`config.mk`:
```
export PLATFORM = sky130hd
export DESIGN_NAME = cwd_config_decode
export DESIGN_NICKNAME = d
export VERILOG_FILES = /design/src/verilog/cwd_pkg.sv /design/src/verilog/cwd_flash_fetch.sv /design/src/verilog/cwd_config_decode.sv
export SDC_FILE = /design/constraint.sdc
export NUM_CORES = 1
export LEC_CHECK = 0
export ABC_AREA = 1
export BUFFER_PORTS_ARGS = -buffer_cell sky130_fd_sc_hd__buf_2
export CAP_MARGIN = 10
export CORE_ASPECT_RATIO = 1.25
export CORE_UTILIZATION = 57
export DETAILED_ROUTE_END_ITERATION = 7
export PLACE_DENSITY = 0.82
export REMOVE_ABC_BUFFERS = 1
export SLEW_MARGIN = 20
export SYNTH_ARGS = -nofsm -noshare
export SYNTH_HDL_FRONTEND = slang
export SYNTH_SLANG_ARGS = --single-unit
```
`constraint.sdc`:
```
create_clock -name ref_clk -period 3.4 [get_ports ref_clk]
set_input_delay 0.51 -clock ref_clk [delete_from_list [all_inputs] [get_ports ref_clk]]
set_output_delay 0.51 -clock ref_clk [all_outputs]
set_load 0.02 [all_outputs]
```
`src/verilog/cwd_pkg.sv`:
```
package cwd_pkg;
    // word and field geometry
    localparam int CW_W = 24;
    localparam logic [7:0] CW_UPPER_ONES = 8'hFF;
    localparam int CW_UPPER_LSB = 16;
    // table-read index of each register
    localparam logic [2:0] IDX_CW1 = 3'h0;
    localparam logic [2:0] IDX_OSC_WORD = 3'h1;
    localparam logic [2:0] IDX_PROT_WORD = 3'h2;
    localparam logic [2:0] IDX_PART_ID = 3'h3;
    localparam logic [2:0] IDX_SI_REV = 3'h4;
    // flash word addresses relative to the top word
    localparam logic [23:0] CW_ADDR_STEP = 24'h000002;
    localparam logic [23:0] CFG_TOP_ADDR = 24'h02ABFE;
    // first word fields
    localparam int CW1_WDPS_LSB = 0;
    // second word fields
    localparam int OW_TWO_SPEED = 15;
    localparam int OW_PLL_PRE_LSB = 12;
    localparam int OW_PLL_OFF = 11;
    localparam int OW_OSC_SEL_LSB = 8;
    localparam int OW_MON_LSB = 6;
    localparam int OW_CLKOUT_FN = 5;
    localparam int OW_LOCK_ONCE = 4;
    localparam int OW_USB_REG_OFF = 3;
    localparam int OW_POSC_LSB = 0;
    // third word fields
    localparam int PW_END_SEL = 15;
    localparam int PW_CFG_PAGE = 14;
    localparam int PW_SEG_OFF = 13;
    localparam logic [23:0] PW_UNIMPL_ONES = 24'h001F00;
    localparam int PW_BOUND_LSB = 0;
    // id and revision word layout
    localparam int PID_FAM_LSB = 6;
    localparam logic [23:0] PID_UNIMPL_ONES = 24'hFFC000;
    localparam int REV_MAJ_LSB = 6;
    // program page: 512 instruction words, two address units each
    localparam int PAGE_ADDR_LSB = 10;
    localparam int PAGE_W = 8;
    // primary oscillator modes
    localparam logic [1:0] POSC_EXT = 2'h0;
    localparam logic [1:0] POSC_XT = 2'h1;
    localparam logic [1:0] POSC_HS = 2'h2;
    localparam logic [1:0] POSC_OFF = 2'h3;
    // start-up oscillator codes
    localparam logic [2:0] OSC_FRC = 3'h0;
    localparam logic [2:0] OSC_FRC_PLL = 3'h1;
    localparam logic [2:0] OSC_PRI = 3'h2;
    localparam logic [2:0] OSC_PRI_PLL = 3'h3;
    localparam logic [2:0] OSC_SEC = 3'h4;
    localparam logic [2:0] OSC_LOW_PWR_RC = 3'h5;
    localparam logic [2:0] OSC_RSVD = 3'h6;
    localparam logic [2:0] OSC_FRC_DIV = 3'h7;

    typedef enum logic [2:0] {
        CWD_SRC_FAST_RC,
        CWD_SRC_FAST_RC_POSTSCALE_PLL,
        CWD_SRC_PRIMARY,
        CWD_SRC_PRIMARY_PLL,
        CWD_SRC_SECONDARY,
        CWD_SRC_LOW_POWER_RC,
        CWD_SRC_RESERVED,
        CWD_SRC_FAST_RC_WITH_POSTSCALE
    } cwd_src_t;
endpackage : cwd_pkg

```
`src/verilog/cwd_flash_fetch.sv`:
```
`timescale 1ns/1ps
// one flash word read: holds the request until acknowledged, registers the data
module cwd_flash_fetch (
    // clock and reset
    input wire logic ref_clk,
    input wire logic nrst,
    // command from the loader
    input wire logic start,
    input wire logic [cwd_pkg::CW_W-1:0] addr,
    output logic done,
    output logic [cwd_pkg::CW_W-1:0] word,
    // flash read port
    output logic flash_rd_req,
    output logic [cwd_pkg::CW_W-1:0] flash_addr,
    input wire logic [cwd_pkg::CW_W-1:0] flash_rd_data,
    input wire logic flash_rd_ack
);
    import cwd_pkg::*;

    logic next_req;
    logic [CW_W-1:0] next_addr;
    logic next_done;
    logic [CW_W-1:0] next_word;

    // request held until the flash answers
    always_comb begin
        next_req = flash_rd_req;
        next_addr = flash_addr;
        next_done = 1'b0;
        next_word = word;
        if (start && !flash_rd_req) begin
            next_req = 1'b1;
            next_addr = addr;
        end else if (flash_rd_req && flash_rd_ack) begin
            next_req = 1'b0;
            next_done = 1'b1;
            next_word = flash_rd_data;
        end
    end

    // registered outputs
    always_ff @(posedge ref_clk or negedge nrst) begin
        if (!nrst) begin
            flash_rd_req <= 1'b0;
            flash_addr <= '0;
            done <= 1'b0;
            word <= '1;
        end else begin
            flash_rd_req <= next_req;
            flash_addr <= next_addr;
            done <= next_done;
            word <= next_word;
        end
    end
endmodule : cwd_flash_fetch

```
`src/verilog/cwd_config_decode.sv`:
```
`timescale 1ns/1ps
module cwd_config_decode #(
    parameter logic [cwd_pkg::CW_W-1:0] TOP_ADDR = cwd_pkg::CFG_TOP_ADDR,
    parameter logic [cwd_pkg::PAGE_W-1:0] LAST_PAGE = 8'hAA,
    parameter logic [7:0] FAMILY_ID = 8'h5A,    // arbitrary value
    parameter logic [5:0] VARIANT_ID = 6'h2C,   // arbitrary value
    parameter logic [2:0] MAJOR_REV = 3'h1,     // arbitrary value
    parameter logic [2:0] MINOR_REV = 3'h2      // arbitrary value
) (
    // clock and reset
    input wire logic ref_clk,
    input wire logic nrst,
    input wire logic dev_rst,
    // flash read port
    output logic flash_rd_req,
    output logic [cwd_pkg::CW_W-1:0] flash_addr,
    input wire logic [cwd_pkg::CW_W-1:0] flash_rd_data,
    input wire logic flash_rd_ack,
    // table read port
    input wire logic tbl_rd_req,
    input wire logic [2:0] tbl_idx,
    output logic tbl_rd_valid,
    output logic [cwd_pkg::CW_W-1:0] tbl_rd_data,
    // load status
    output logic cfg_valid,
    // clock and oscillator settings
    output logic [15:0] wd_postscale_ratio,
    output logic two_speed_startup_en,
    output logic [3:0] usb_pll_prescale,
    output logic usb_pll_en,
    output cwd_pkg::cwd_src_t startup_osc_sel,
    output logic clk_switch_en,
    output logic fail_safe_mon_en,
    output logic [1:0] primary_osc_mode,
    output logic primary_osc_en,
    output logic clock_out_pin_en,
    output logic port_c_bit15_gpio,
    output logic usb_regulator_en,
    // pin-select lock
    input wire logic unlock_done,
    input wire logic lock_wr_req,
    input wire logic lock_wr_val,
    input wire logic pinsel_wr_req,
    output logic pinsel_wr_allow,
    output logic pinsel_lock,
    // program write protection check
    input wire logic [cwd_pkg::CW_W-1:0] prog_wr_addr,
    output logic prog_wr_protected
);
    import cwd_pkg::*;

    typedef enum logic [1:0] {
        CWD_ISSUE,
        CWD_WAIT,
        CWD_READY
    } cwd_state_t;

    // 3-bit prescaler code to divisor
    function automatic logic [3:0] pll_div(input logic [2:0] code);
        unique case (code)
            3'h0: pll_div = 4'h1;
            3'h1: pll_div = 4'h2;
            3'h2: pll_div = 4'h3;
            3'h3: pll_div = 4'h4;
            3'h4: pll_div = 4'h5;
            3'h5: pll_div = 4'h6;
            3'h6: pll_div = 4'hA;
            3'h7: pll_div = 4'hC;
        endcase
    endfunction : pll_div

    // page number of a program address
    function automatic logic [PAGE_W-1:0] page_of(input logic [CW_W-1:0] a);
        page_of = a[PAGE_ADDR_LSB +: PAGE_W];
    endfunction : page_of

    cwd_state_t state;
    cwd_state_t next_state;
    logic [1:0] word_cnt;
    logic [1:0] next_word_cnt;
    logic [CW_W-1:0] cw1;
    logic [CW_W-1:0] osc_word;
    logic [CW_W-1:0] prot_word;
    logic [CW_W-1:0] next_cw1;
    logic [CW_W-1:0] next_osc_word;
    logic [CW_W-1:0] next_prot_word;
    logic fetch_start;
    logic fetch_done;
    logic [CW_W-1:0] fetch_word;
    logic [CW_W-1:0] fetch_addr;

    cwd_flash_fetch u_fetch (
        .ref_clk(ref_clk),
        .nrst(nrst),
        .start(fetch_start),
        .addr(fetch_addr),
        .done(fetch_done),
        .word(fetch_word),
        .flash_rd_req(flash_rd_req),
        .flash_addr(flash_addr),
        .flash_rd_data(flash_rd_data),
        .flash_rd_ack(flash_rd_ack)
    );

    // word n sits n steps below the top word
    always_comb begin
        unique case (word_cnt)
            2'h0: fetch_addr = TOP_ADDR;
            2'h1: fetch_addr = TOP_ADDR - CW_ADDR_STEP;
            default: fetch_addr = TOP_ADDR - CW_ADDR_STEP - CW_ADDR_STEP;
        endcase
    end

    // reload sequencer: three words after every reset
    always_comb begin
        next_state = state;
        next_word_cnt = word_cnt;
        next_cw1 = cw1;
        next_osc_word = osc_word;
        next_prot_word = prot_word;
        fetch_start = 1'b0;
        if (dev_rst) begin
            next_state = CWD_ISSUE;
            next_word_cnt = 2'h0;
        end else begin
            unique case (state)
                CWD_ISSUE: begin
                    if (!flash_rd_req && !fetch_done) begin
                        fetch_start = 1'b1;
                        next_state = CWD_WAIT;
                    end else if (flash_rd_req && flash_addr == fetch_addr) begin   // fetch already pending for this word
                        next_state = CWD_WAIT;
                    end
                end
                CWD_WAIT: begin
                    if (fetch_done) begin
                        // stored bits kept raw: programmed reads 0
                        unique case (word_cnt)
                            2'h0: next_cw1 = fetch_word;
                            2'h1: next_osc_word = fetch_word;
                            default: next_prot_word = fetch_word;
                        endcase
                        if (word_cnt == 2'h2) begin
                            next_state = CWD_READY;
                        end else begin
                            next_word_cnt = word_cnt + 2'h1;
                            next_state = CWD_ISSUE;
                        end
                    end
                end
                CWD_READY: begin
                    next_state = CWD_READY;
                end
            endcase
        end
    end

    // sequencer and configuration registers, unprogrammed at reset
    always_ff @(posedge ref_clk or negedge nrst) begin
        if (!nrst) begin
            state <= CWD_ISSUE;
            word_cnt <= 2'h0;
            cw1 <= '1;
            osc_word <= '1;
            prot_word <= '1;
        end else begin
            state <= next_state;
            word_cnt <= next_word_cnt;
            cw1 <= next_cw1;
            osc_word <= next_osc_word;
            prot_word <= next_prot_word;
        end
    end

    // decoded settings, held while loading and between reloads
    logic [15:0] next_wd_ratio;
    logic next_two_speed;
    logic [3:0] next_pll_pre;
    logic next_pll_en;
    cwd_src_t next_osc_sel;
    logic next_sw_en;
    logic next_fs_en;
    logic [1:0] next_posc;
    logic next_posc_en;
    logic next_clkout;
    logic next_gpio;
    logic next_ureg_en;
    logic next_valid;
    logic clkout_owned;

    always_comb begin
        next_valid = (state == CWD_READY) && !dev_rst;
        clkout_owned = (osc_word[OW_POSC_LSB +: 2] == POSC_OFF) ||
                       (osc_word[OW_POSC_LSB +: 2] == POSC_EXT);
        next_wd_ratio = 16'h0001 << cw1[CW1_WDPS_LSB +: 4];
        next_two_speed = osc_word[OW_TWO_SPEED];
        next_pll_pre = pll_div(osc_word[OW_PLL_PRE_LSB +: 3]);
        next_pll_en = !osc_word[OW_PLL_OFF];
        next_osc_sel = cwd_src_t'(osc_word[OW_OSC_SEL_LSB +: 3]);
        next_sw_en = !osc_word[OW_MON_LSB + 1];
        next_fs_en = (osc_word[OW_MON_LSB +: 2] == 2'h0);
        next_posc = osc_word[OW_POSC_LSB +: 2];
        next_posc_en = (osc_word[OW_POSC_LSB +: 2] != POSC_OFF);
        next_clkout = clkout_owned && osc_word[OW_CLKOUT_FN];
        next_gpio = clkout_owned && !osc_word[OW_CLKOUT_FN];
        next_ureg_en = !osc_word[OW_USB_REG_OFF];
    end

    // settings update only when a load has finished
    always_ff @(posedge ref_clk or negedge nrst) begin
        if (!nrst) begin
            cfg_valid <= 1'b0;
            wd_postscale_ratio <= 16'h8000;
            two_speed_startup_en <= 1'b1;
            usb_pll_prescale <= 4'hC;
            usb_pll_en <= 1'b0;
            startup_osc_sel <= CWD_SRC_FAST_RC_WITH_POSTSCALE;
            clk_switch_en <= 1'b0;
            fail_safe_mon_en <= 1'b0;
            primary_osc_mode <= POSC_OFF;
            primary_osc_en <= 1'b0;
            clock_out_pin_en <= 1'b1;
            port_c_bit15_gpio <= 1'b0;
            usb_regulator_en <= 1'b0;
        end else begin
            cfg_valid <= next_valid;
            if (next_valid) begin
                wd_postscale_ratio <= next_wd_ratio;
                two_speed_startup_en <= next_two_speed;
                usb_pll_prescale <= next_pll_pre;
                usb_pll_en <= next_pll_en;
                startup_osc_sel <= next_osc_sel;
                clk_switch_en <= next_sw_en;
                fail_safe_mon_en <= next_fs_en;
                primary_osc_mode <= next_posc;
                primary_osc_en <= next_posc_en;
                clock_out_pin_en <= next_clkout;
                port_c_bit15_gpio <= next_gpio;
                usb_regulator_en <= next_ureg_en;
            end
        end
    end

    // pin-select lock policy
    logic next_lock;

    always_comb begin
        next_lock = pinsel_lock;
        if (dev_rst) begin
            next_lock = 1'b0;
        end else if (lock_wr_req && unlock_done) begin
            if (lock_wr_val) begin
                next_lock = 1'b1;
            end else if (!osc_word[OW_LOCK_ONCE]) begin
                next_lock = 1'b0;
            end
        end
    end

    always_ff @(posedge ref_clk or negedge nrst) begin
        if (!nrst) begin
            pinsel_lock <= 1'b0;
        end else begin
            pinsel_lock <= next_lock;
        end
    end

    // pin-select writes blocked once locked
    assign pinsel_wr_allow = pinsel_wr_req && !pinsel_lock;

    // segmented write-protection check
    logic [PAGE_W-1:0] wr_page;
    logic [PAGE_W-1:0] bound_page;
    logic in_segment;
    logic in_cfg_page;

    always_comb begin
        wr_page = page_of(prog_wr_addr);
        bound_page = prot_word[PW_BOUND_LSB +: PAGE_W];
        if (prot_word[PW_END_SEL]) begin
            in_segment = (wr_page <= bound_page);
        end else begin
            in_segment = (wr_page >= bound_page);
        end
        in_cfg_page = !prot_word[PW_CFG_PAGE] && (wr_page >= LAST_PAGE);
    end

    assign prog_wr_protected = !prot_word[PW_SEG_OFF] && (in_segment || in_cfg_page);

    // table reads, answered one cycle later
    logic [CW_W-1:0] next_tbl_data;

    always_comb begin
        unique case (tbl_idx)
            IDX_CW1: next_tbl_data = {CW_UPPER_ONES, cw1[CW_UPPER_LSB-1:0]};
            IDX_OSC_WORD: next_tbl_data = {CW_UPPER_ONES, osc_word[CW_UPPER_LSB-1:0]};
            IDX_PROT_WORD: next_tbl_data = {CW_UPPER_ONES, prot_word[CW_UPPER_LSB-1:0]} | PW_UNIMPL_ONES;
            IDX_PART_ID: next_tbl_data = PID_UNIMPL_ONES | {10'h000, FAMILY_ID, VARIANT_ID};
            IDX_SI_REV: next_tbl_data = {15'h0000, MAJOR_REV, 3'h0, MINOR_REV};
            default: next_tbl_data = '0;
        endcase
    end

    always_ff @(posedge ref_clk or negedge nrst) begin
        if (!nrst) begin
            tbl_rd_valid <= 1'b0;
            tbl_rd_data <= '0;
        end else begin
            tbl_rd_valid <= tbl_rd_req;
            if (tbl_rd_req) begin
                tbl_rd_data <= next_tbl_data;
            end
        end
    end
endmodule : cwd_config_decode

```
==> impl_summary.log <==
[metrics] count of flip-flops with a built-in enable after synthesis: 0
[metrics] largest net degree at the start of global routing: 66
[metrics] router iterations before antenna repair: 5
[metrics] number of global-route vias before repair: 4446
[metrics] instance count of the mapped netlist: 617
[metrics] setup slack of the most critical reg-to-reg path: 1.30 ns
[metrics] Critical-path top delay cell: sky130_fd_sc_hd__dfstp_2
[metrics] maximum ir drop on the vdd rail: 410 uV
[metrics] number of inserted diodes: 0
[metrics] number of top-level pins: 147
[metrics] amount of wire on met3 after detailed routing: 743 um
[metrics] number of buffer cells added on primary ports: 111
[metrics] wire length of the first global-routing pass: 21200 um
[metrics] share of the yosys chip area belonging to registers: 55.8%
[metrics] sort of element at the start of the critical path: flop
[metrics] Chip Width: 90.5 um
[metrics] Post-synth ARST share: 100%
[metrics] Layout fillers: 728
[metrics] DR vias: 4526
[metrics] Critical Path End: prog_wr_protected
[metrics] initial DRC count: 328
[metrics] clock transition at the registers of the reported paths: 0.05 ns
[metrics] warnings from Yosys: 0
[metrics] ratio of final minimum period to clock period: 77.5%
[metrics] top-area cell type share of the netlist area: 32.5%
[metrics] Chip Height: 113 um
[metrics] TritonCTS clock tree: built
[metrics] unique cell type count in the Yosys netlist: 33
[metrics] number of nets still failing antenna checks after routing: 0
[metrics] critical register-to-register path startpoint: state[0]$_DFFE_PN0P_
[metrics] classification of the worst-slack hold path: in -> async
[metrics] final total negative setup slack: 0 ns
[metrics] initial core utilization: 58.4%
[metrics] met1 WL: 5100 um
[metrics] Worst Setup SP: prot_word[5]$_DFFE_PN1P_
[metrics] count of pins over their slew limit: 0
[metrics] critical-path maximum fanout: 2
[metrics] max-cap check violation count: 0
[metrics] cell taking the most area after synthesis: sky130_fd_sc_hd__dfstp_2
[metrics] wire length on met2: 6570 um
[metrics] sort of element at the end of the critical path: output port
[metrics] top layer used by detailed routing: met4
[metrics] delay contributed by the slowest stage of the critical path: 0.53 ns
[metrics] clock buffers created by TritonCTS: 17
[metrics] outcome: completed
[metrics] DIE AREA: 10200 um2
[metrics] transition time at the pin with the least slew margin: 1.06 ns
[metrics] half-perimeter wire length after detailed placement: 8630 um
[metrics] total track usage: 26.9%
[metrics] CP top delay family: flip-flops
[metrics] number of synthesized register bits: 121
[metrics] # nets final: 790
[metrics] Min Clock Period, post-route: 2.63 ns
[metrics] detailed-route DRC error count: 0
[metrics] clk root buf: sky130_fd_sc_hd__clkbuf_16
[metrics] Area Growth Syn to Fin: 19.3%
[metrics] Worst-Skew Late Latency: 0.41 ns
[metrics] path length in cells of the critical path: 11
[metrics] Setup Crit Path Kind: reg -> out
[metrics] reg2reg end: wd_postscale_ratio[12]$_DFFE_PN0P_
[metrics] routed len/inst: 15.0 um
[metrics] Post-synth top cells: sky130_fd_sc_hd__nand2_1, sky130_fd_sc_hd__o21ai_0, sky130_fd_sc_hd__dfstp_2, sky130_fd_sc_hd__inv_1, sky130_fd_sc_hd__dfrtp_1
[metrics] unrepaired setup endpoints after global routing: no
[metrics] Sink Count: 121
[metrics] CTS-repair resized insts: 0
[metrics] maximum buffer depth of the clock tree: 2
[metrics] number of antenna violations at the first check in global routing: 0
[metrics] post-cts hold buffer count: 0
[metrics] remaining max-slew budget at the tightest pin: 29.1%
[metrics] most numerous cell on the critical path: sky130_fd_sc_hd__nand2_1
[metrics] fraction of final layout cells with drive strength greater than 1: 32.9%
[metrics] Routed Wire Length: 12800 um
[metrics] critical path, cell by cell: inv_1 -> ha_1 -> a21oi_1 -> nor2_1 -> nor2_1 -> nand2_1 -> nand2_1 -> nand3_1 -> nand2_1 -> inv_1 -> buf_2
[metrics] arrival time reported for the critical path endpoint: 2.12 ns
[metrics] cell area power density: 753 nW/um2
[metrics] fmax: 380 MHz
[metrics] routability congestion estimate from global placement: 0.806
[metrics] Site Rows: 40
[metrics] worst-case reg-to-reg path depth: 6
[metrics] Fin Clk Skew: 0.00664 ns
[metrics] register cell area after layout: 3110 um2
[metrics] number of levels in the clock H-tree: 4
[metrics] DR vias/cell: 5.31
[metrics] Worst Path Buf+Inv: 3
[metrics] global-route congestion overflow total: 0
[metrics] Core Footprint: 9560 um2
[metrics] number of endpoints failing setup at the final stage: 0
[metrics] post-synthesis cell area: 5580 um2
[metrics] leading cell types by total area after synthesis: sky130_fd_sc_hd__dfstp_2, sky130_fd_sc_hd__dfrtp_1, sky130_fd_sc_hd__nand2_1, sky130_fd_sc_hd__o21ai_0, sky130_fd_sc_hd__inv_1
[metrics] data required time of the critical path: 2.89 ns
[metrics] post-CTS setup buffer count: 0
[metrics] top-count cell post-synth: sky130_fd_sc_hd__nand2_1
[metrics] post-layout util: 69.6%
[metrics] hold violation total from the final report: 0
[metrics] Post-Syn Area per Cell: 9.04 um2
[metrics] static leakage: 3.20 nW
[metrics] most frequently used flop master after synthesis: sky130_fd_sc_hd__dfstp_2
[metrics] multi-input combinational cell area: 1960 um2
[cell usage in the layout (no fill, tap or decap), types with 2 or more instances in the layout]
| cell | Yosys | final |
|---|---|---|
| sky130_fd_sc_hd__nand2_1 | 168 | 168 |
| sky130_fd_sc_hd__buf_2 | 5 | 110 |
| sky130_fd_sc_hd__o21ai_0 | 105 | 105 |
| sky130_fd_sc_hd__dfstp_2 | 69 | 69 |
| sky130_fd_sc_hd__inv_1 | 58 | 58 |
| sky130_fd_sc_hd__dfrtp_1 | 52 | 52 |
| sky130_fd_sc_hd__a21oi_1 | 23 | 23 |
| sky130_fd_sc_hd__nor2_1 | 17 | 17 |
| sky130_fd_sc_hd__nand3_1 | 17 | 17 |
| sky130_fd_sc_hd__ha_1 | 17 | 17 |
| sky130_fd_sc_hd__clkbuf_16 | 0 | 17 |
| sky130_fd_sc_hd__conb_1 | 1 | 11 |
| sky130_fd_sc_hd__o21ai_1 | 8 | 8 |
| sky130_fd_sc_hd__o21ai_2 | 6 | 6 |
| sky130_fd_sc_hd__buf_4 | 28 | 6 |
| sky130_fd_sc_hd__clkinv_2 | 0 | 5 |
| sky130_fd_sc_hd__a21o_1 | 4 | 4 |
| sky130_fd_sc_hd__inv_2 | 4 | 4 |
| sky130_fd_sc_hd__clkinvlp_4 | 0 | 4 |
| sky130_fd_sc_hd__o31ai_1 | 3 | 3 |
| sky130_fd_sc_hd__or2_2 | 3 | 3 |
| sky130_fd_sc_hd__clkbuf_8 | 0 | 3 |
| sky130_fd_sc_hd__nand2_2 | 2 | 2 |
| sky130_fd_sc_hd__bufinv_16 | 0 | 2 |
[metrics by stage]
step,power (mW),instances,hold slack (ns),cell area [um2],setup slack [ns]
6_report,5.01,852,0.181,6660,0.767
5_1_grt,5.28,852,0.252,6660,0.574
4_1_cts,5.03,852,0.211,6660,0.751
3_5_place_dp,3.24,820,0.464,6070,1.12
3_3_place_gp,3.17,820,0.459,6070,1.15
2_1_floorplan,2.86,578,0.214,5310,1.10
[registers in the layout, indices dropped and copies added, names as in the netlist, 3 cells and up]
name / cells
cw1: 16
tbl_rd_data: 17
u_fetch.flash_addr: 3
startup_osc_sel: 3
usb_pll_prescale: 4
osc_word: 16
wd_postscale_ratio: 16
u_fetch.word: 16
prot_word: 11
[worst register-to-register path: stages (launching register included)]
cell                      delay [ns]
sky130_fd_sc_hd__dfrtp_1        0.40
sky130_fd_sc_hd__inv_1          0.10
sky130_fd_sc_hd__ha_1           0.15
sky130_fd_sc_hd__nand2_1        0.53
sky130_fd_sc_hd__inv_2          0.41
sky130_fd_sc_hd__nand2_1        0.23
sky130_fd_sc_hd__o21ai_0        0.20
[routing by layer]
layer,vias up,global-route usage (%)
li1,2142,-
met5,-,0
met1,2181,31.5
met3,30,6.37
met2,173,46.5
met4,0,13.0
[cells by family (layout without fill, tap and decap cells)]
logic type	Yosys count	in the layout	synth area share [%]
AO/OA/AOI/OAI	152	152	14.7
other	1	11	0.0672
flip-flops	121	121	55.8
AND/OR/NAND/NOR	212	212	15.5
XOR/XNOR	2	2	0.314
buffers and inverters	112	211	9.71
adder cells (fa/ha/maj)	17	17	3.81
[area by class of cell]
class	instances	share of cell area, %
Sequential cell	121	46.8
Multi-Input combinational cell	394	29.4
Timing Repair Buffer	116	8.95
Clock buffer	20	7.01
Inverter	63	3.59
Tap cell	126	2.37
Clock inverter	12	1.86
[report_power, final]
group / internal, mW / total, mW / switching (mW)
logic: 0.350 / 1.06 / 0.711
clock network: 1.13 / 1.77 / 0.638
registers: 1.97 / 2.19 / 0.218
[worst min-delay path by stage]
stage | cells after the start | start | endpoint | slack, ns
5_1_grt | 1 | nrst | primary_osc_en$_DFFE_PN0P_ | 0.25
2_1_floorplan | 0 | nrst | cfg_valid$_DFF_PN0_ | 0.21
3_3_place_gp | 2 | startup_osc_sel[0]$_DFFE_PN1P_ | startup_osc_sel[0]$_DFFE_PN1P_ | 0.46
4_1_cts | 1 | nrst | wd_postscale_ratio[11]$_DFFE_PN0P_ | 0.21
3_5_place_dp | 2 | tbl_rd_data[5]$_DFFE_PN0P_ | tbl_rd_data[5]$_DFFE_PN0P_ | 0.46
6_report | 1 | nrst | fail_safe_mon_en$_DFFE_PN0P_ | 0.18
(Power assumes the default switching activity.)
